## src/csm_pkg.sv

```systemverilog
package csm_pkg;
  localparam logic [7:0] CSM_OFF_CTRL = 8'h00;
  localparam logic [7:0] CSM_OFF_STAT = 8'h04;
  localparam logic [7:0] CSM_OFF_TEST = 8'h08;
  localparam logic [7:0] CSM_OFF_FDC = 8'h0c;
  localparam logic [7:0] CSM_OFF_ERRC = 8'h10;
  localparam logic [7:0] CSM_OFF_AREQ = 8'h14;
  localparam logic [7:0] CSM_OFF_ADAT = 8'h18;
  localparam logic [7:0] CSM_OFF_BREQ = 8'h1c;
  localparam logic [7:0] CSM_OFF_BCTL = 8'h20;
  localparam logic [7:0] CSM_OFF_BDAT = 8'h24;
  localparam logic [7:0] CSM_OFF_MSG = 8'h28;
  localparam int CSM_CTRL_INIT = 0;
  localparam int CSM_CTRL_SS = 5;
  localparam int CSM_CTRL_CCE = 6;
  localparam int CSM_CTRL_TEST = 7;
  localparam int CSM_TEST_BUF = 2;
  localparam int CSM_TEST_SIL = 3;
  localparam int CSM_TEST_LB = 4;
  localparam int CSM_TEST_SEL_LO = 5;
  localparam int CSM_TEST_SEL_HI = 6;
  localparam int CSM_TEST_RX = 7;
  localparam int CSM_FDC_RESTRICT = 0;
  localparam int CSM_REQ_BUSY = 15;
  localparam int CSM_MSG_SEND = 0;
  localparam int CSM_MSG_FRESH = 1;
  localparam int CSM_BCTL_LOSS = 14;
  localparam int CSM_BCTL_FRESH = 15;
  localparam int CSM_ERRC_REC_LSB = 8;
  localparam int CSM_STAT_ACTIVE = 0;
  localparam int CSM_STAT_IDLE = 1;
  localparam int CSM_STAT_LOCK = 2;
  localparam int CSM_STAT_LOG = 3;
  localparam logic [1:0] CSM_DRV_SERIAL = 2'h0;
  localparam logic [1:0] CSM_DRV_SAMPLE = 2'h1;
  localparam logic [1:0] CSM_DRV_LOW = 2'h2;
  localparam logic [1:0] CSM_DRV_HIGH = 2'h3;
  localparam logic [3:0] CSM_IDLE_BITS = 4'hb;
  localparam logic [7:0] CSM_TEC_STEP = 8'h08;
  localparam logic [7:0] CSM_REC_STEP = 8'h01;
  localparam logic [7:0] CSM_CNT_MAX = 8'hff;
  localparam logic [31:0] CSM_ZERO32 = 32'h0000_0000;
  typedef enum logic [1:0] {J_HALT, J_WAIT, J_ACTIVE} csm_join_e;
  typedef enum logic {B_IDLE, B_SEND} csm_btx_e;
endpackage : csm_pkg

```

## src/csm_idle_det.sv

```systemverilog
`timescale 1ns/10ps
module csm_idle_det
  import csm_pkg::*;
(
  input wire logic clock, // System clock
  input wire logic rst, // Async reset, high
  input wire logic ce, // Clock enable
  input wire logic clear, // Restart the count
  input wire logic sample, // Sample point pulse
  input wire logic bit_val, // Bit seen by core
  output logic idle // Bus idle reached
);
  typedef struct packed {logic [3:0] cnt; logic idle;} csm_idle_s;
  csm_idle_s s_ff, nxt_s;

  // Count recessive bits at sample points, dominant restarts
  always_comb
  begin
    nxt_s = s_ff;
    if (clear)
      nxt_s.cnt = 4'h0;
    else if (sample && !bit_val)
      nxt_s.cnt = 4'h0;
    else if (sample && s_ff.cnt != CSM_IDLE_BITS)
      nxt_s.cnt = s_ff.cnt + 4'h1;
    nxt_s.idle = (nxt_s.cnt == CSM_IDLE_BITS);
  end

  always_ff @(posedge clock or posedge rst)
  begin
    if (rst)
      s_ff <= '0;
    else if (ce)
      s_ff <= nxt_s;
  end

  assign idle = s_ff.idle;
endmodule : csm_idle_det

```

## src/csm_sync.sv

```systemverilog
`timescale 1ns/10ps
module csm_sync
  import csm_pkg::*;
(
  input wire logic clock, // System clock
  input wire logic rst, // Async reset, high
  input wire logic ce, // Clock enable
  input wire logic din, // Asynchronous pin level
  output logic dout // Synchronised level
);
  typedef struct packed {logic meta; logic sync;} csm_sync_s;
  csm_sync_s s_ff, nxt_s;

  // Meta stage feeds only the second stage
  always_comb
  begin
    nxt_s = s_ff;
    nxt_s.meta = din;
    nxt_s.sync = s_ff.meta;
  end

  // Reset to recessive so the core sees an idle bus
  always_ff @(posedge clock or posedge rst)
  begin
    if (rst)
      s_ff <= '{meta: 1'b1, sync: 1'b1};
    else if (ce)
      s_ff <= nxt_s;
  end

  assign dout = s_ff.sync;
endmodule : csm_sync

```

## src/csm_top.sv

```systemverilog
// Chosen here: the APB register port and the register offsets.
`timescale 1ns/10ps
module csm_top
  import csm_pkg::*;
(
  input wire logic clock, // 20 MHz system clock
  input wire logic rst, // Async reset, high
  input wire logic ce, // Clock enable, freezes all state
  input wire logic psel, // APB select
  input wire logic penable, // APB enable
  input wire logic pwrite, // APB direction
  input wire logic [7:0] paddr, // APB byte address
  input wire logic [31:0] pwdata, // APB write data
  output logic [31:0] prdata, // APB read data
  output logic pready, // APB ready
  output logic pslverr, // APB error, unmapped
  input wire logic can_rx_pin, // Receive pin from transceiver
  output logic can_tx_pin, // Transmit pin to transceiver
  input wire logic core_tx, // Serial bit from core
  input wire logic core_sample_pt, // Sample point pulse
  input wire logic core_tx_start, // Core started a frame
  input wire logic core_tx_ok, // Frame sent successfully
  input wire logic core_tx_fail, // Lost arbitration or error
  input wire logic core_rx_done, // Valid frame received
  input wire logic core_ack_err, // Raw acknowledge error
  input wire logic core_err_cond, // Error or overload seen
  input wire logic core_tx_err, // Transmit error event
  input wire logic core_rx_err, // Receive error event
  input wire logic [31:0] core_rx_word, // Shift register view
  input wire logic [3:0] core_rx_dlc, // Received length
  input wire logic error_log_active_flag, // Error logging busy
  input wire logic [7:0] error_log_count, // Logged error count
  output logic core_rx, // Bit fed to core receiver
  output logic core_tx_req, // Request to transmit
  output logic [31:0] core_tx_word, // Buffer A contents
  output logic core_buf_load, // Load buffer A, pulse
  output logic core_flag_en, // Dominant flags allowed
  output logic core_retry_en, // Retransmission allowed
  output logic core_ack_err_flag, // Acknowledge error to report
  output logic core_bus_active, // Joined bus activity
  output logic tx_done, // Successful send, pulse
  output logic host_wait_n // Host wait, low active
);
  typedef struct packed {
    logic init;
    logic cce;
    logic single_shot_enable;
    logic test;
    logic restricted_mode_enable;
    logic loopback_enable;
    logic silent;
    logic buf_only;
    logic pin_drive_sel_hi;
    logic pin_drive_sel_lo;
    logic send_request_flag;
    logic fresh_content_flag;
    logic a_busy;
    logic a_abort;
    logic [31:0] a_data;
    logic b_fresh;
    logic overwrite_loss_flag;
    logic [3:0] b_dlc;
    logic [31:0] b_data;
    logic [7:0] transmit_error_count;
    logic [7:0] inbound_error_tally;
    csm_join_e join_st;
    csm_btx_e btx;
    logic [31:0] prdata;
    logic pready;
    logic pslverr;
    logic core_rx;
    logic tx_pin;
    logic tx_req;
    logic buf_load;
    logic flag_en;
    logic retry_en;
    logic ack_err;
    logic bus_active;
    logic tx_done;
    logic wait_n;
  } csm_state_s;

  csm_state_s s_ff, nxt_s;
  logic rx_s;
  logic bus_idle;
  logic setup;
  logic wr;
  logic log_on;
  logic permit;
  logic [31:0] rd;
  logic rd_err;

  // Pin level crosses in from outside the clock domain
  csm_sync u_sync (
    .clock(clock),
    .rst(rst),
    .ce(ce),
    .din(can_rx_pin),
    .dout(rx_s)
  );

  // Idle detector restarts while halted so join waits afresh
  csm_idle_det u_idle (
    .clock(clock),
    .rst(rst),
    .ce(ce),
    .clear(s_ff.init),
    .sample(core_sample_pt),
    .bit_val(s_ff.core_rx),
    .idle(bus_idle)
  );

  // Bus phase decode
  assign setup = psel && !penable;
  assign wr = psel && penable && pwrite && s_ff.pready;
  assign log_on = error_log_active_flag || (error_log_count != 8'h00);
  assign permit = (s_ff.join_st == J_ACTIVE) && !s_ff.init &&
                  !s_ff.restricted_mode_enable && !s_ff.silent;

  // Read mux; unmapped addresses read zero with an error
  always_comb
  begin
    rd = CSM_ZERO32;
    rd_err = 1'b0;
    if (paddr == CSM_OFF_CTRL)
    begin
      rd[CSM_CTRL_INIT] = s_ff.init;
      rd[CSM_CTRL_SS] = s_ff.single_shot_enable;
      rd[CSM_CTRL_CCE] = s_ff.cce;
      rd[CSM_CTRL_TEST] = s_ff.test;
    end
    else if (paddr == CSM_OFF_STAT)
    begin
      rd[CSM_STAT_ACTIVE] = (s_ff.join_st == J_ACTIVE);
      rd[CSM_STAT_IDLE] = bus_idle;
      rd[CSM_STAT_LOCK] = s_ff.a_busy;
      rd[CSM_STAT_LOG] = log_on;
    end
    else if (paddr == CSM_OFF_TEST)
    begin
      rd[CSM_TEST_BUF] = s_ff.buf_only;
      rd[CSM_TEST_SIL] = s_ff.silent;
      rd[CSM_TEST_LB] = s_ff.loopback_enable;
      rd[CSM_TEST_SEL_LO] = s_ff.pin_drive_sel_lo;
      rd[CSM_TEST_SEL_HI] = s_ff.pin_drive_sel_hi;
      rd[CSM_TEST_RX] = rx_s;
    end
    else if (paddr == CSM_OFF_FDC)
      rd[CSM_FDC_RESTRICT] = s_ff.restricted_mode_enable;
    else if (paddr == CSM_OFF_ERRC)
    begin
      rd[7:0] = s_ff.transmit_error_count;
      rd[CSM_ERRC_REC_LSB +: 8] = s_ff.inbound_error_tally;
    end
    else if (paddr == CSM_OFF_AREQ)
      rd[CSM_REQ_BUSY] = s_ff.a_busy;
    else if (paddr == CSM_OFF_ADAT)
      rd = s_ff.a_data;
    else if (paddr == CSM_OFF_BREQ)
      rd = CSM_ZERO32;
    else if (paddr == CSM_OFF_BCTL)
    begin
      rd[3:0] = s_ff.b_dlc;
      rd[CSM_BCTL_LOSS] = s_ff.overwrite_loss_flag;
      rd[CSM_BCTL_FRESH] = s_ff.b_fresh;
    end
    else if (paddr == CSM_OFF_BDAT)
      rd = s_ff.b_data;
    else if (paddr == CSM_OFF_MSG)
    begin
      rd[CSM_MSG_SEND] = s_ff.send_request_flag;
      rd[CSM_MSG_FRESH] = s_ff.fresh_content_flag;
    end
    else
      rd_err = 1'b1;
  end

  // Next state; host writes first, hardware events after so hardware events win
  always_comb
  begin
    nxt_s = s_ff;
    nxt_s.pready = setup;
    nxt_s.pslverr = setup && rd_err;
    if (setup && !pwrite)
      nxt_s.prdata = rd;
    // Control and mode writes
    if (wr && paddr == CSM_OFF_CTRL)
    begin
      nxt_s.init = pwdata[CSM_CTRL_INIT];
      nxt_s.single_shot_enable = pwdata[CSM_CTRL_SS];
      nxt_s.cce = pwdata[CSM_CTRL_CCE];
      nxt_s.test = pwdata[CSM_CTRL_TEST];
    end
    if (wr && paddr == CSM_OFF_FDC && s_ff.cce && s_ff.init)
      nxt_s.restricted_mode_enable = pwdata[CSM_FDC_RESTRICT];
    if (wr && paddr == CSM_OFF_TEST && s_ff.test)
    begin
      nxt_s.buf_only = pwdata[CSM_TEST_BUF];
      nxt_s.silent = pwdata[CSM_TEST_SIL];
      nxt_s.loopback_enable = pwdata[CSM_TEST_LB];
      nxt_s.pin_drive_sel_lo = pwdata[CSM_TEST_SEL_LO];
      nxt_s.pin_drive_sel_hi = pwdata[CSM_TEST_SEL_HI];
    end
    if (!nxt_s.test)
    begin
      nxt_s.buf_only = 1'b0;
      nxt_s.silent = 1'b0;
      nxt_s.loopback_enable = 1'b0;
      nxt_s.pin_drive_sel_lo = 1'b0;
      nxt_s.pin_drive_sel_hi = 1'b0;
    end
    // Message object flags under host control
    if (wr && paddr == CSM_OFF_MSG)
    begin
      nxt_s.send_request_flag = pwdata[CSM_MSG_SEND];
      nxt_s.fresh_content_flag = pwdata[CSM_MSG_FRESH];
    end
    // Buffer A: data locked while busy, busy clear aborts
    if (wr && paddr == CSM_OFF_ADAT && !s_ff.a_busy)
      nxt_s.a_data = pwdata;
    if (wr && paddr == CSM_OFF_AREQ)
    begin
      nxt_s.a_busy = pwdata[CSM_REQ_BUSY];
      if (!pwdata[CSM_REQ_BUSY] && s_ff.a_busy &&
          s_ff.btx == B_SEND)
        nxt_s.a_abort = 1'b1;
    end
    if (wr && paddr == CSM_OFF_BCTL)
    begin
      nxt_s.b_fresh = pwdata[CSM_BCTL_FRESH];
      nxt_s.overwrite_loss_flag = pwdata[CSM_BCTL_LOSS];
    end
    // Bus join: halt, wait for idle, active
    case (s_ff.join_st)
      J_HALT:
        if (!s_ff.init)
          nxt_s.join_st = J_WAIT;
      J_WAIT:
        if (s_ff.init)
          nxt_s.join_st = J_HALT;
        else if (bus_idle)
          nxt_s.join_st = J_ACTIVE;
      default:
        if (s_ff.init)
          nxt_s.join_st = J_HALT;
        else if (s_ff.restricted_mode_enable && core_err_cond)
          nxt_s.join_st = J_WAIT;
    endcase
    // Message object transmit progress outside buffer-only mode
    if (!s_ff.buf_only)
    begin
      if (core_tx_start && s_ff.single_shot_enable)
        nxt_s.send_request_flag = 1'b0;
      if (core_tx_ok)
      begin
        nxt_s.send_request_flag = 1'b0;
        nxt_s.fresh_content_flag = 1'b0;
      end
    end
    // Buffer A send sequence
    nxt_s.buf_load = 1'b0;
    case (s_ff.btx)
      B_IDLE:
        if (s_ff.buf_only && s_ff.a_busy && permit && bus_idle)
        begin
          nxt_s.btx = B_SEND;
          nxt_s.buf_load = 1'b1;
        end
      default:
        if (core_tx_ok || !s_ff.buf_only || s_ff.init)
        begin
          nxt_s.btx = B_IDLE;
          nxt_s.a_busy = 1'b0;
          nxt_s.a_abort = 1'b0;
        end
        else if (core_tx_fail)
        begin
          nxt_s.btx = B_IDLE;
          if (s_ff.a_abort || s_ff.single_shot_enable)
            nxt_s.a_busy = 1'b0;
          nxt_s.a_abort = 1'b0;
        end
    endcase
    // Buffer B capture; a second copy while b_fresh is still set marks loss
    if (s_ff.buf_only && (core_rx_done ||
        (wr && paddr == CSM_OFF_BREQ && pwdata[CSM_REQ_BUSY])))
    begin
      nxt_s.b_data = core_rx_word;
      nxt_s.b_dlc = core_rx_dlc;
      nxt_s.overwrite_loss_flag = s_ff.overwrite_loss_flag || s_ff.b_fresh;
      nxt_s.b_fresh = 1'b1;
    end
    // Error counters, saturating, frozen while logging
    if (!log_on)
    begin
      if (core_tx_err)
        nxt_s.transmit_error_count =
          (s_ff.transmit_error_count > CSM_CNT_MAX - CSM_TEC_STEP) ?
          CSM_CNT_MAX : s_ff.transmit_error_count + CSM_TEC_STEP;
      else if (core_tx_ok && s_ff.transmit_error_count != 8'h00)
        nxt_s.transmit_error_count = s_ff.transmit_error_count - 8'h01;
      if (core_rx_err && s_ff.inbound_error_tally != CSM_CNT_MAX)
        nxt_s.inbound_error_tally = s_ff.inbound_error_tally + CSM_REC_STEP;
      else if (core_rx_done && s_ff.inbound_error_tally != 8'h00)
        nxt_s.inbound_error_tally = s_ff.inbound_error_tally - 8'h01;
    end
    // Receive path: loop-back ignores the pin, silent loops dominant
    if (s_ff.loopback_enable)
      nxt_s.core_rx = core_tx;
    else if (s_ff.silent)
      nxt_s.core_rx = rx_s && core_tx;
    else
      nxt_s.core_rx = rx_s;
    // Transmit pin; halt and silent force recessive
    if (s_ff.init || s_ff.silent)
      nxt_s.tx_pin = 1'b1;
    else
      case ({s_ff.pin_drive_sel_hi, s_ff.pin_drive_sel_lo})
        CSM_DRV_SERIAL: nxt_s.tx_pin = core_tx;
        CSM_DRV_SAMPLE: nxt_s.tx_pin = core_sample_pt;
        CSM_DRV_LOW: nxt_s.tx_pin = 1'b0;
        default: nxt_s.tx_pin = 1'b1;
      endcase
    // Core steering
    nxt_s.tx_req = permit && (s_ff.buf_only ? (s_ff.btx == B_SEND) :
                   s_ff.send_request_flag);
    nxt_s.flag_en = !s_ff.restricted_mode_enable && !s_ff.init;
    nxt_s.retry_en = !s_ff.single_shot_enable &&
                     !(s_ff.buf_only && s_ff.a_abort);
    nxt_s.ack_err = core_ack_err && !s_ff.loopback_enable;
    nxt_s.bus_active = (s_ff.join_st == J_ACTIVE) && !s_ff.init;
    nxt_s.tx_done = core_tx_ok;
    // Wait only for request registers in normal mode
    nxt_s.wait_n = !(setup && !s_ff.buf_only &&
                   (paddr == CSM_OFF_AREQ || paddr == CSM_OFF_BREQ));
  end

  // One register for all state; halted and recessive out of reset
  always_ff @(posedge clock or posedge rst)
  begin
    if (rst)
    begin
      s_ff <= '0;
      s_ff.init <= 1'b1;
      s_ff.join_st <= J_HALT;
      s_ff.btx <= B_IDLE;
      s_ff.core_rx <= 1'b1;
      s_ff.tx_pin <= 1'b1;
      s_ff.retry_en <= 1'b1;
      s_ff.wait_n <= 1'b1;
    end
    else if (ce)
      s_ff <= nxt_s;
  end

  assign prdata = s_ff.prdata;
  assign pready = s_ff.pready;
  assign pslverr = s_ff.pslverr;
  assign can_tx_pin = s_ff.tx_pin;
  assign core_rx = s_ff.core_rx;
  assign core_tx_req = s_ff.tx_req;
  assign core_tx_word = s_ff.a_data;
  assign core_buf_load = s_ff.buf_load;
  assign core_flag_en = s_ff.flag_en;
  assign core_retry_en = s_ff.retry_en;
  assign core_ack_err_flag = s_ff.ack_err;
  assign core_bus_active = s_ff.bus_active;
  assign tx_done = s_ff.tx_done;
  assign host_wait_n = s_ff.wait_n;
endmodule : csm_top

```

## config.mk

```make
export PLATFORM = sky130hd
export DESIGN_NAME = csm_top
export DESIGN_NICKNAME = d
export VERILOG_FILES = /design/src/csm_pkg.sv /design/src/csm_idle_det.sv /design/src/csm_sync.sv /design/src/csm_top.sv
export SDC_FILE = /design/constraint.sdc
export NUM_CORES = 1
export LEC_CHECK = 0
export BUFFER_PORTS_ARGS = -buffer_cell sky130_fd_sc_hd__buf_2
export CORE_MARGIN = 5
export CORE_UTILIZATION = 50
export DETAILED_ROUTE_END_ITERATION = 16
export GPL_ROUTABILITY_DRIVEN = 0
export PLACE_DENSITY = 0.74
export SLEW_MARGIN = 20
export SYNTH_ARGS = -nofsm -noshare
export SYNTH_HDL_FRONTEND = slang
export SYNTH_HIERARCHICAL = 1
export SYNTH_SLANG_ARGS = --single-unit
```

## constraint.sdc

```tcl
create_clock -name clock -period 5.7 [get_ports clock]
set_input_delay 0.57 -clock clock [delete_from_list [all_inputs] [get_ports clock]]
set_output_delay 0.57 -clock clock [all_outputs]
set_load 0.005 [all_outputs]
```

==> qor.csv, run 1 <==
stage;metric;value;unit
final_layout;multiInputGateArea;3440;um2
worst_setup_path;cp_cell_sequence;nand4_1 -> o21ai_0 -> inv_1 -> fa_1 -> nor2b_1 -> o21a_1 -> o21a_1 -> o211ai_1 -> mux2_2;
clock_tree;clock-sinks;154;
logic_synthesis;async_reset_ff_share;100;%
logic_synthesis;syn_area;8060;um2
floorplan;io_pins;178;
drt;drt-initial-drc-count;462;
worst_setup_path;max_stage_delay;0.73;ns
timing;hold_violations;0;
power;leakagePower;0.00459;uW
clock_tree;numCtsBuffers;17;
drt;wl_per_cell;19.2;um
clock_tree;cts_resized;0;
timing;fmax;0.333;GHz
worst_setup_path;cp-start-kind;flop;
logic_synthesis;ys_types;72;
clock_tree;cts_tree;built;
clock_tree;cts_hold_buffers;0;
logic_synthesis;synth-edff-count;0;
drt;ant_nets;0;
floorplan;start_util;50.9;%
final_layout;layout.nets;966;
worst_setup_path;cp.depth;9;
final_layout;utilization;58.1;%
final_layout;drive_above_1_share;36.2;%
clock_tree;postCtsSetupRepairBufs;0;
clock_tree;h-tree-depth;4;
timing;skew;0.00883;ns
timing;min_period_over_period;52.6;%
grt;grt_max_degree;101;
worst_setup_path;r2r-start;s_ff[47];
floorplan;die_w;137;um
placed_design;dp_hpwl;14700;um
final_layout;layout_common_cells;buf_2 (177), dfrtp_1 (147), nand2_1 (56);
worst_setup_path;cpLargestDelayFamily;compound AO/OA/AOI/OAI gates;
timing;rsz0062_at_grt;no;
timing;maxSlewViolCount;0;
drt;drc_errors;0;
power;max-vdd-ir-drop;208;uV
floorplan;die_area;18800;um2
final_layout;diodes;0;
logic_synthesis;synth_ff_type;dfrtp_1;
logic_synthesis;ys_seq_elements;154;
grt;antenna_found_initial;2;
final_layout;regArea;3860;um2
timing;setup_viol;0;
worst_setup_path;required;6.00;ns
final_layout;fillers;1339;
clock_tree;cts_max_path_buffers;2;
floorplan;fp.dieH;137;um
worst_setup_path;crit_buf_inv;1;
floorplan;core;15800;um2
logic_synthesis;syn_inst;746;
logic_synthesis;ys_warn_count;6;
final_layout;mostFrequentLayoutCell;buf_2;
final_layout;area_growth;14.0;%
drt;viasPerCell;5.66;
min_path;hold_class;in2async;
worst_setup_path;worst_setup_path_end_kind;flop;
grt;grt_pass1_vias;6046;
worst_setup_path;worst_path_most_repeated_cell;o21a_1;
placed_design;io_buffers;177;
worst_setup_path;critical_path_class;reg2reg;
timing;slew_headroom;39.1;%
logic_synthesis;syn_area_per_cell;10.8;um2
timing;tns;0;ns
worst_setup_path;rr_worst_depth;9;
floorplan;fp-row-count;46;
drt;dr.pass1.iters;5;
drt;vias;6116;
worst_setup_path;r2r-end;s_ff[53];
worst_setup_path;arrival;3.30;ns
logic_synthesis;synth_seq_area_share;47.9;%
clock_tree;cts.reportedPaths.clkPinSlew;0.07;ns
clock_tree;clkLatencyLatePin;0.42;ns
worst_setup_path;ff2ff_setup_slack;2.70;ns
drt;wirelength;20700;um
worst_setup_path;cp_max_fo;8;
power;power.density;257;nW/um2
clock_tree;cts-root-buf;clkbuf_16;
timing;min_period;3.00;ns
grt;grt_usage;22.2;%
grt;overflow;0;
worst_setup_path;crit_slowest_cell;o21ai_0;
logic_synthesis;synth_fp_nets;860;
job;cap_violations;0;
timing;tightest_slew;0.904;ns
run_status;outcome;completed;
grt;grt_pass1_wl;32400;um
## layer usage
metal	track usage (%)	part of all wire, %	vias up
li1	-	-	2877
met1	30.1	43	2973
met2	35.9	48	240
met3	5.51	7.6	22
met4	5.82	1.1	4
met5	0	0.092	-
## final cells by class
| class | instances | area share, % |
|---|---|---|
| Clock buffer | 19 | 4.93 |
| Clock inverter | 13 | 1.02 |
| Inverter | 31 | 1.32 |
| Multi-Input combinational cell | 463 | 37.5 |
| Sequential cell | 154 | 42.0 |
| Tap cell | 216 | 2.94 |
| Timing Repair Buffer | 185 | 10.3 |
## metrics by stage
stage | total power (uW) | std cells | setup WS (ns) | hold WS [ns] | area (um2)
after floorplan | 1270 | 746 | 1.19 | 0.349 | 8060
after global placement | 1340 | 1049 | 2.71 | 0.459 | 8640
after detailed placement | 1350 | 1049 | 2.61 | 0.466 | 8640
after CTS | 2390 | 1081 | 2.61 | 0.0712 | 9190
after global routing | 2460 | 1081 | 2.54 | 0.0890 | 9190
final | 2360 | 1081 | 2.70 | 0.0843 | 9190
## kinds of logic after synthesis
logic type	Yosys count	share of synthesized area, %
buffers and inverters	129	9.44
AO/OA/AOI/OAI	179	15.1
flip-flops	154	47.9
multiplexers	93	14.2
AND/OR/NAND/NOR	173	10.7
adder cells (fa/ha/maj)	12	1.96
XOR/XNOR	6	0.652
## where the power goes
group / internal [uW] / leakage [uW] / switching [uW] / total (uW)
logic: 75.1 / 0.00224 / 109 / 184
registers: 1120 / 0.00209 / 20.0 / 1140
clock network: 581 / 0.000262 / 458 / 1040
## synth_stat cells, types with 4 or more instances
| master | n | area, um2 |
|---|---|---|
| buf_2 | 5 | 25.0 |
| o22ai_1 | 5 | 31.3 |
| o211ai_1 | 5 | 37.5 |
| o21ai_0 | 46 | 230 |
| ha_1 | 11 | 138 |
| a211oi_1 | 5 | 37.5 |
| and3_1 | 5 | 31.3 |
| nor4_1 | 6 | 37.5 |
| a222oi_1 | 7 | 70.1 |
| a31oi_1 | 10 | 62.6 |
| a22o_1 | 9 | 78.8 |
| and2_1 | 5 | 31.3 |
| dfstp_2 | 7 | 184 |
| inv_1 | 28 | 105 |
| dfrtp_1 | 147 | 3680 |
| nand4_1 | 9 | 56.3 |
| mux2i_1 | 12 | 120 |
| mux2_4 | 30 | 450 |
| clkbuf_1 | 22 | 82.6 |
| o31ai_1 | 7 | 52.6 |
| a221oi_1 | 4 | 35.0 |
| nand2b_1 | 5 | 31.3 |
| buf_4 | 64 | 480 |
| nor2_1 | 35 | 131 |
| nand3_1 | 9 | 45.0 |
| nand2_1 | 56 | 210 |
| a22oi_1 | 21 | 158 |
| mux2_2 | 44 | 495 |
| nor2b_1 | 6 | 37.5 |
| nor3_1 | 18 | 90.1 |
| mux2_1 | 7 | 78.8 |
| a21oi_1 | 27 | 135 |
| buf_6 | 4 | 45.0 |
| xor2_1 | 5 | 43.8 |
## registers in the layout (all words and copies together) (netlist names)
| signal | count |
|---|---|
| can_tx_pin | 1 |
| core_ack_err_flag | 1 |
| core_buf_load | 1 |
| core_bus_active | 1 |
| core_flag_en | 1 |
| core_retry_en | 1 |
| core_rx | 1 |
| core_tx_req | 1 |
| core_tx_word | 32 |
| host_wait_n | 1 |
| prdata | 32 |
| pready | 1 |
| pslverr | 1 |
| s_ff | 71 |
| tx_done | 1 |
| u_idle/idle | 1 |
| u_idle/s_ff | 4 |
| u_sync/dout | 1 |
| u_sync/nxt_s | 1 |
## worst max-delay path by stage
stage	startpoint	end	slack (ns)
floorplan	rst	core_ack_err_flag	1.19
global placement	paddr[1]	prdata[0]	2.71
detailed placement	s_ff[47]	s_ff[53]	2.61
CTS	s_ff[47]	s_ff[53]	2.61
global route	s_ff[47]	s_ff[53]	2.54
finish	s_ff[47]	s_ff[53]	2.70
## worst register-to-register path, cell delays in order (launching register included)
cell and delay (ns):
dfrtp_1 0.46, nand4_1 0.14, o21ai_0 0.73, inv_1 0.24, fa_1 0.47, nor2b_1 0.13, o21a_1 0.16, o21a_1 0.15
o211ai_1 0.12, mux2_2 0.28
Note: power is estimated with default switching activity, not from simulation.
==> run 2: changes to the inputs <==
- PLACE_DENSITY: 0.74 -> 0.77
- clock period: 5.7 -> 2.4 ns (I/O delays scaled with it)
==> run 2 against run 1 <==
- combinational power increased to 2.5 times the previous value
- die area stayed put
- clock power rose to 2.8 times the previous value
- worst hold slack got worse by 0.052 ns
- register-to-register slack got worse by 2.6 ns
- count of clock-buffer cells in the layout increased by 1
- global-route usage is 1.5 points higher
- wire length rose by 6.3%
- clock skew is 0.00093 ns higher
- final area rose by 3.8%
- highest routed layer unchanged
==> qor.csv, run 2 (synthesized netlist as in run 1, its figures left out) <==
stage;metric;value;unit
floorplan;start_util;50.9;%
drt;wirelength;22000;um
grt;overflow;0;
drt;viasPerCell;5.75;
final_layout;regMostFlops;s_ff;
worst_setup_path;worst_path_most_repeated_cell;o21a_1;
drt;vias;6388;
drt;drc_errors;0;
grt;antenna_found_initial;3;
worst_setup_path;arrival;2.61;ns
final_layout;area_growth;18.4;%
clock_tree;clock-sinks;154;
timing;setup_viol;0;
floorplan;fp.dieH;137;um
floorplan;fp-row-count;46;
power;power;6070;uW
clock_tree;cts-root-buf;clkbuf_16;
floorplan;core;15800;um2
timing;holdWs;0.0325;ns
worst_setup_path;critical_path_class;reg2reg;
final_layout;mostFrequentLayoutCell;buf_2;
worst_setup_path;required;2.70;ns
timing;min_period_over_period;95.9;%
timing;tns;0;ns
grt;grt_usage;23.7;%
final_layout;utilization;60.3;%
clock_tree;cts_tree;built;
timing;maxSlewViolCount;0;
placed_design;place_area;8860;um2
clock_tree;clkLatencyLatePin;0.42;ns
final_layout;layout.nets;995;
worst_setup_path;crit_slowest_cell;fa_1;
final_layout;postLayoutCellArea;9540;um2
clock_tree;numCtsBuffers;17;
placed_design;io_buffers;177;
timing;hold_violations;0;
timing;min_period;2.30;ns
min_path;hold_class;in2reg;
floorplan;die_w;137;um
worst_setup_path;max_stage_delay;0.41;ns
final_layout;drive_above_1_share;38.1;%
job;cap_violations;0;
timing;fmax;0.435;GHz
grt;grt_pass1_vias;6296;
timing;tightest_slew;0.482;ns
timing;slew_headroom;67.5;%
floorplan;io_pins;178;
final_layout;regArea;3860;um2
drt;ant_nets;0;
grt;grt_max_degree;78;
power;max-vdd-ir-drop;545;uV
final_layout;layout_common_cells;buf_2 (177), dfrtp_1 (147), nand2_1 (56);
final_layout;largest_reg_flops;71;
clock_tree;cts_max_path_buffers;2;
worst_setup_path;cp_cell_sequence;nand4_1 -> o21ai_1 -> buf_4 -> inv_1 -> fa_1 -> nor2b_1 -> o21a_1 -> o21a_1 -> o211ai_1 -> mux2_2;
placed_design;dp_hpwl;16000;um
clock_tree;cts.reportedPaths.clkPinSlew;0.06;ns
run_status;outcome;completed;
clock_tree;h-tree-depth;4;
worst_setup_path;worst_setup_path_end_kind;flop;
worst_setup_path;cp_max_fo;7;
drt;drt-initial-drc-count;550;
power;power.density;636;nW/um2
timing;skew;0.00976;ns
timing;rsz0062_at_grt;no;
floorplan;die_area;18800;um2
power;leakagePower;0.00480;uW
final_layout;multiInputGateArea;3450;um2
drt;dr.pass1.iters;7;
grt;grt_pass1_wl;34100;um
drt;wl_per_cell;19.8;um
worst_setup_path;cp-start-kind;flop;
final_layout;fillers;1281;
run 2: cell types whose count changed in the layout (fill, tap and decap cells not counted), moves of 2 or more:
| cell | delta |
|---|---|
| bufinv_16 | +4 |
| inv_6 | -4 |
| buf_12 | +3 |
| buf_4 | +25 |
| clkinvlp_4 | -2 |
run 2: final cells by class:
type,instances,share of cell area (%)
repair buffers,214,12.6
clock inverters,11,1.77
flip-flops and latches,154,40.5
well taps,216,2.83
clock buffers,20,4.89
diodes,1,0.0262
inverters,31,1.26
multi-input cells,463,36.1
run 2: worst max-delay path, delay by kind of cell (launching register included):
kind,cells,cell delay [ns]
simple gates,2,0.27
fa+ha+maj,1,0.41
mux,1,0.27
flops,1,0.38
compound gates,4,0.59
buf+inv,2,0.27
run 2: metal layers:
layer / up-vias / global-route usage [%] / part of all wire (%)
li1: 2919 / - / -
met2: 296 / 37.2 / 48
met1: 3112 / 30.7 / 41
met5: - / 0 / 0.11
met4: 4 / 9.04 / 3.1
met3: 57 / 7.65 / 8.5
run 2: report_power, final:
| group | internal, uW | switching [uW] | total [uW] |
|---|---|---|---|
| combinational | 197 | 270 | 467 |
| clock | 1820 | 1080 | 2890 |
| sequential | 2660 | 49.9 | 2710 |
run 2: what timing repair did:
action                                 CTS  global route
gates resized for setup                  0             1
endpoints found under the hold margin   17             0
hold buffers                             1             0
setup buffers                            0             4
setup endpoints to repair                0             2
run 2: stage by stage:
stage          instances  setup WS, ns
4_1_cts             1105        0.0911
6_report            1110        0.0987
3_5_place_dp        1073        0.0987
5_1_grt             1110      0.000896
2_1_floorplan        746         0.142
3_3_place_gp        1073         0.141
run 2: worst paths after layout:
| kind | to | from | slack [ns] | depth (start not counted) |
|---|---|---|---|---|
| worst min register to register | prdata[23] | prdata[23] | 0.48 | 2 |
| worst max register to register | s_ff[53] | s_ff[53] | 0.1 | 10 |
| max in group asynchronous | host_wait_n | rst | 1.49 | 4 |
| worst max-delay path | s_ff[53] | s_ff[53] | 0.1 | 10 |
| min in group asynchronous | u_idle/s_ff[2] | rst | 0.32 | 3 |
| worst min-delay path | s_ff[81] | core_rx_word[18] | 0.03 | 2 |
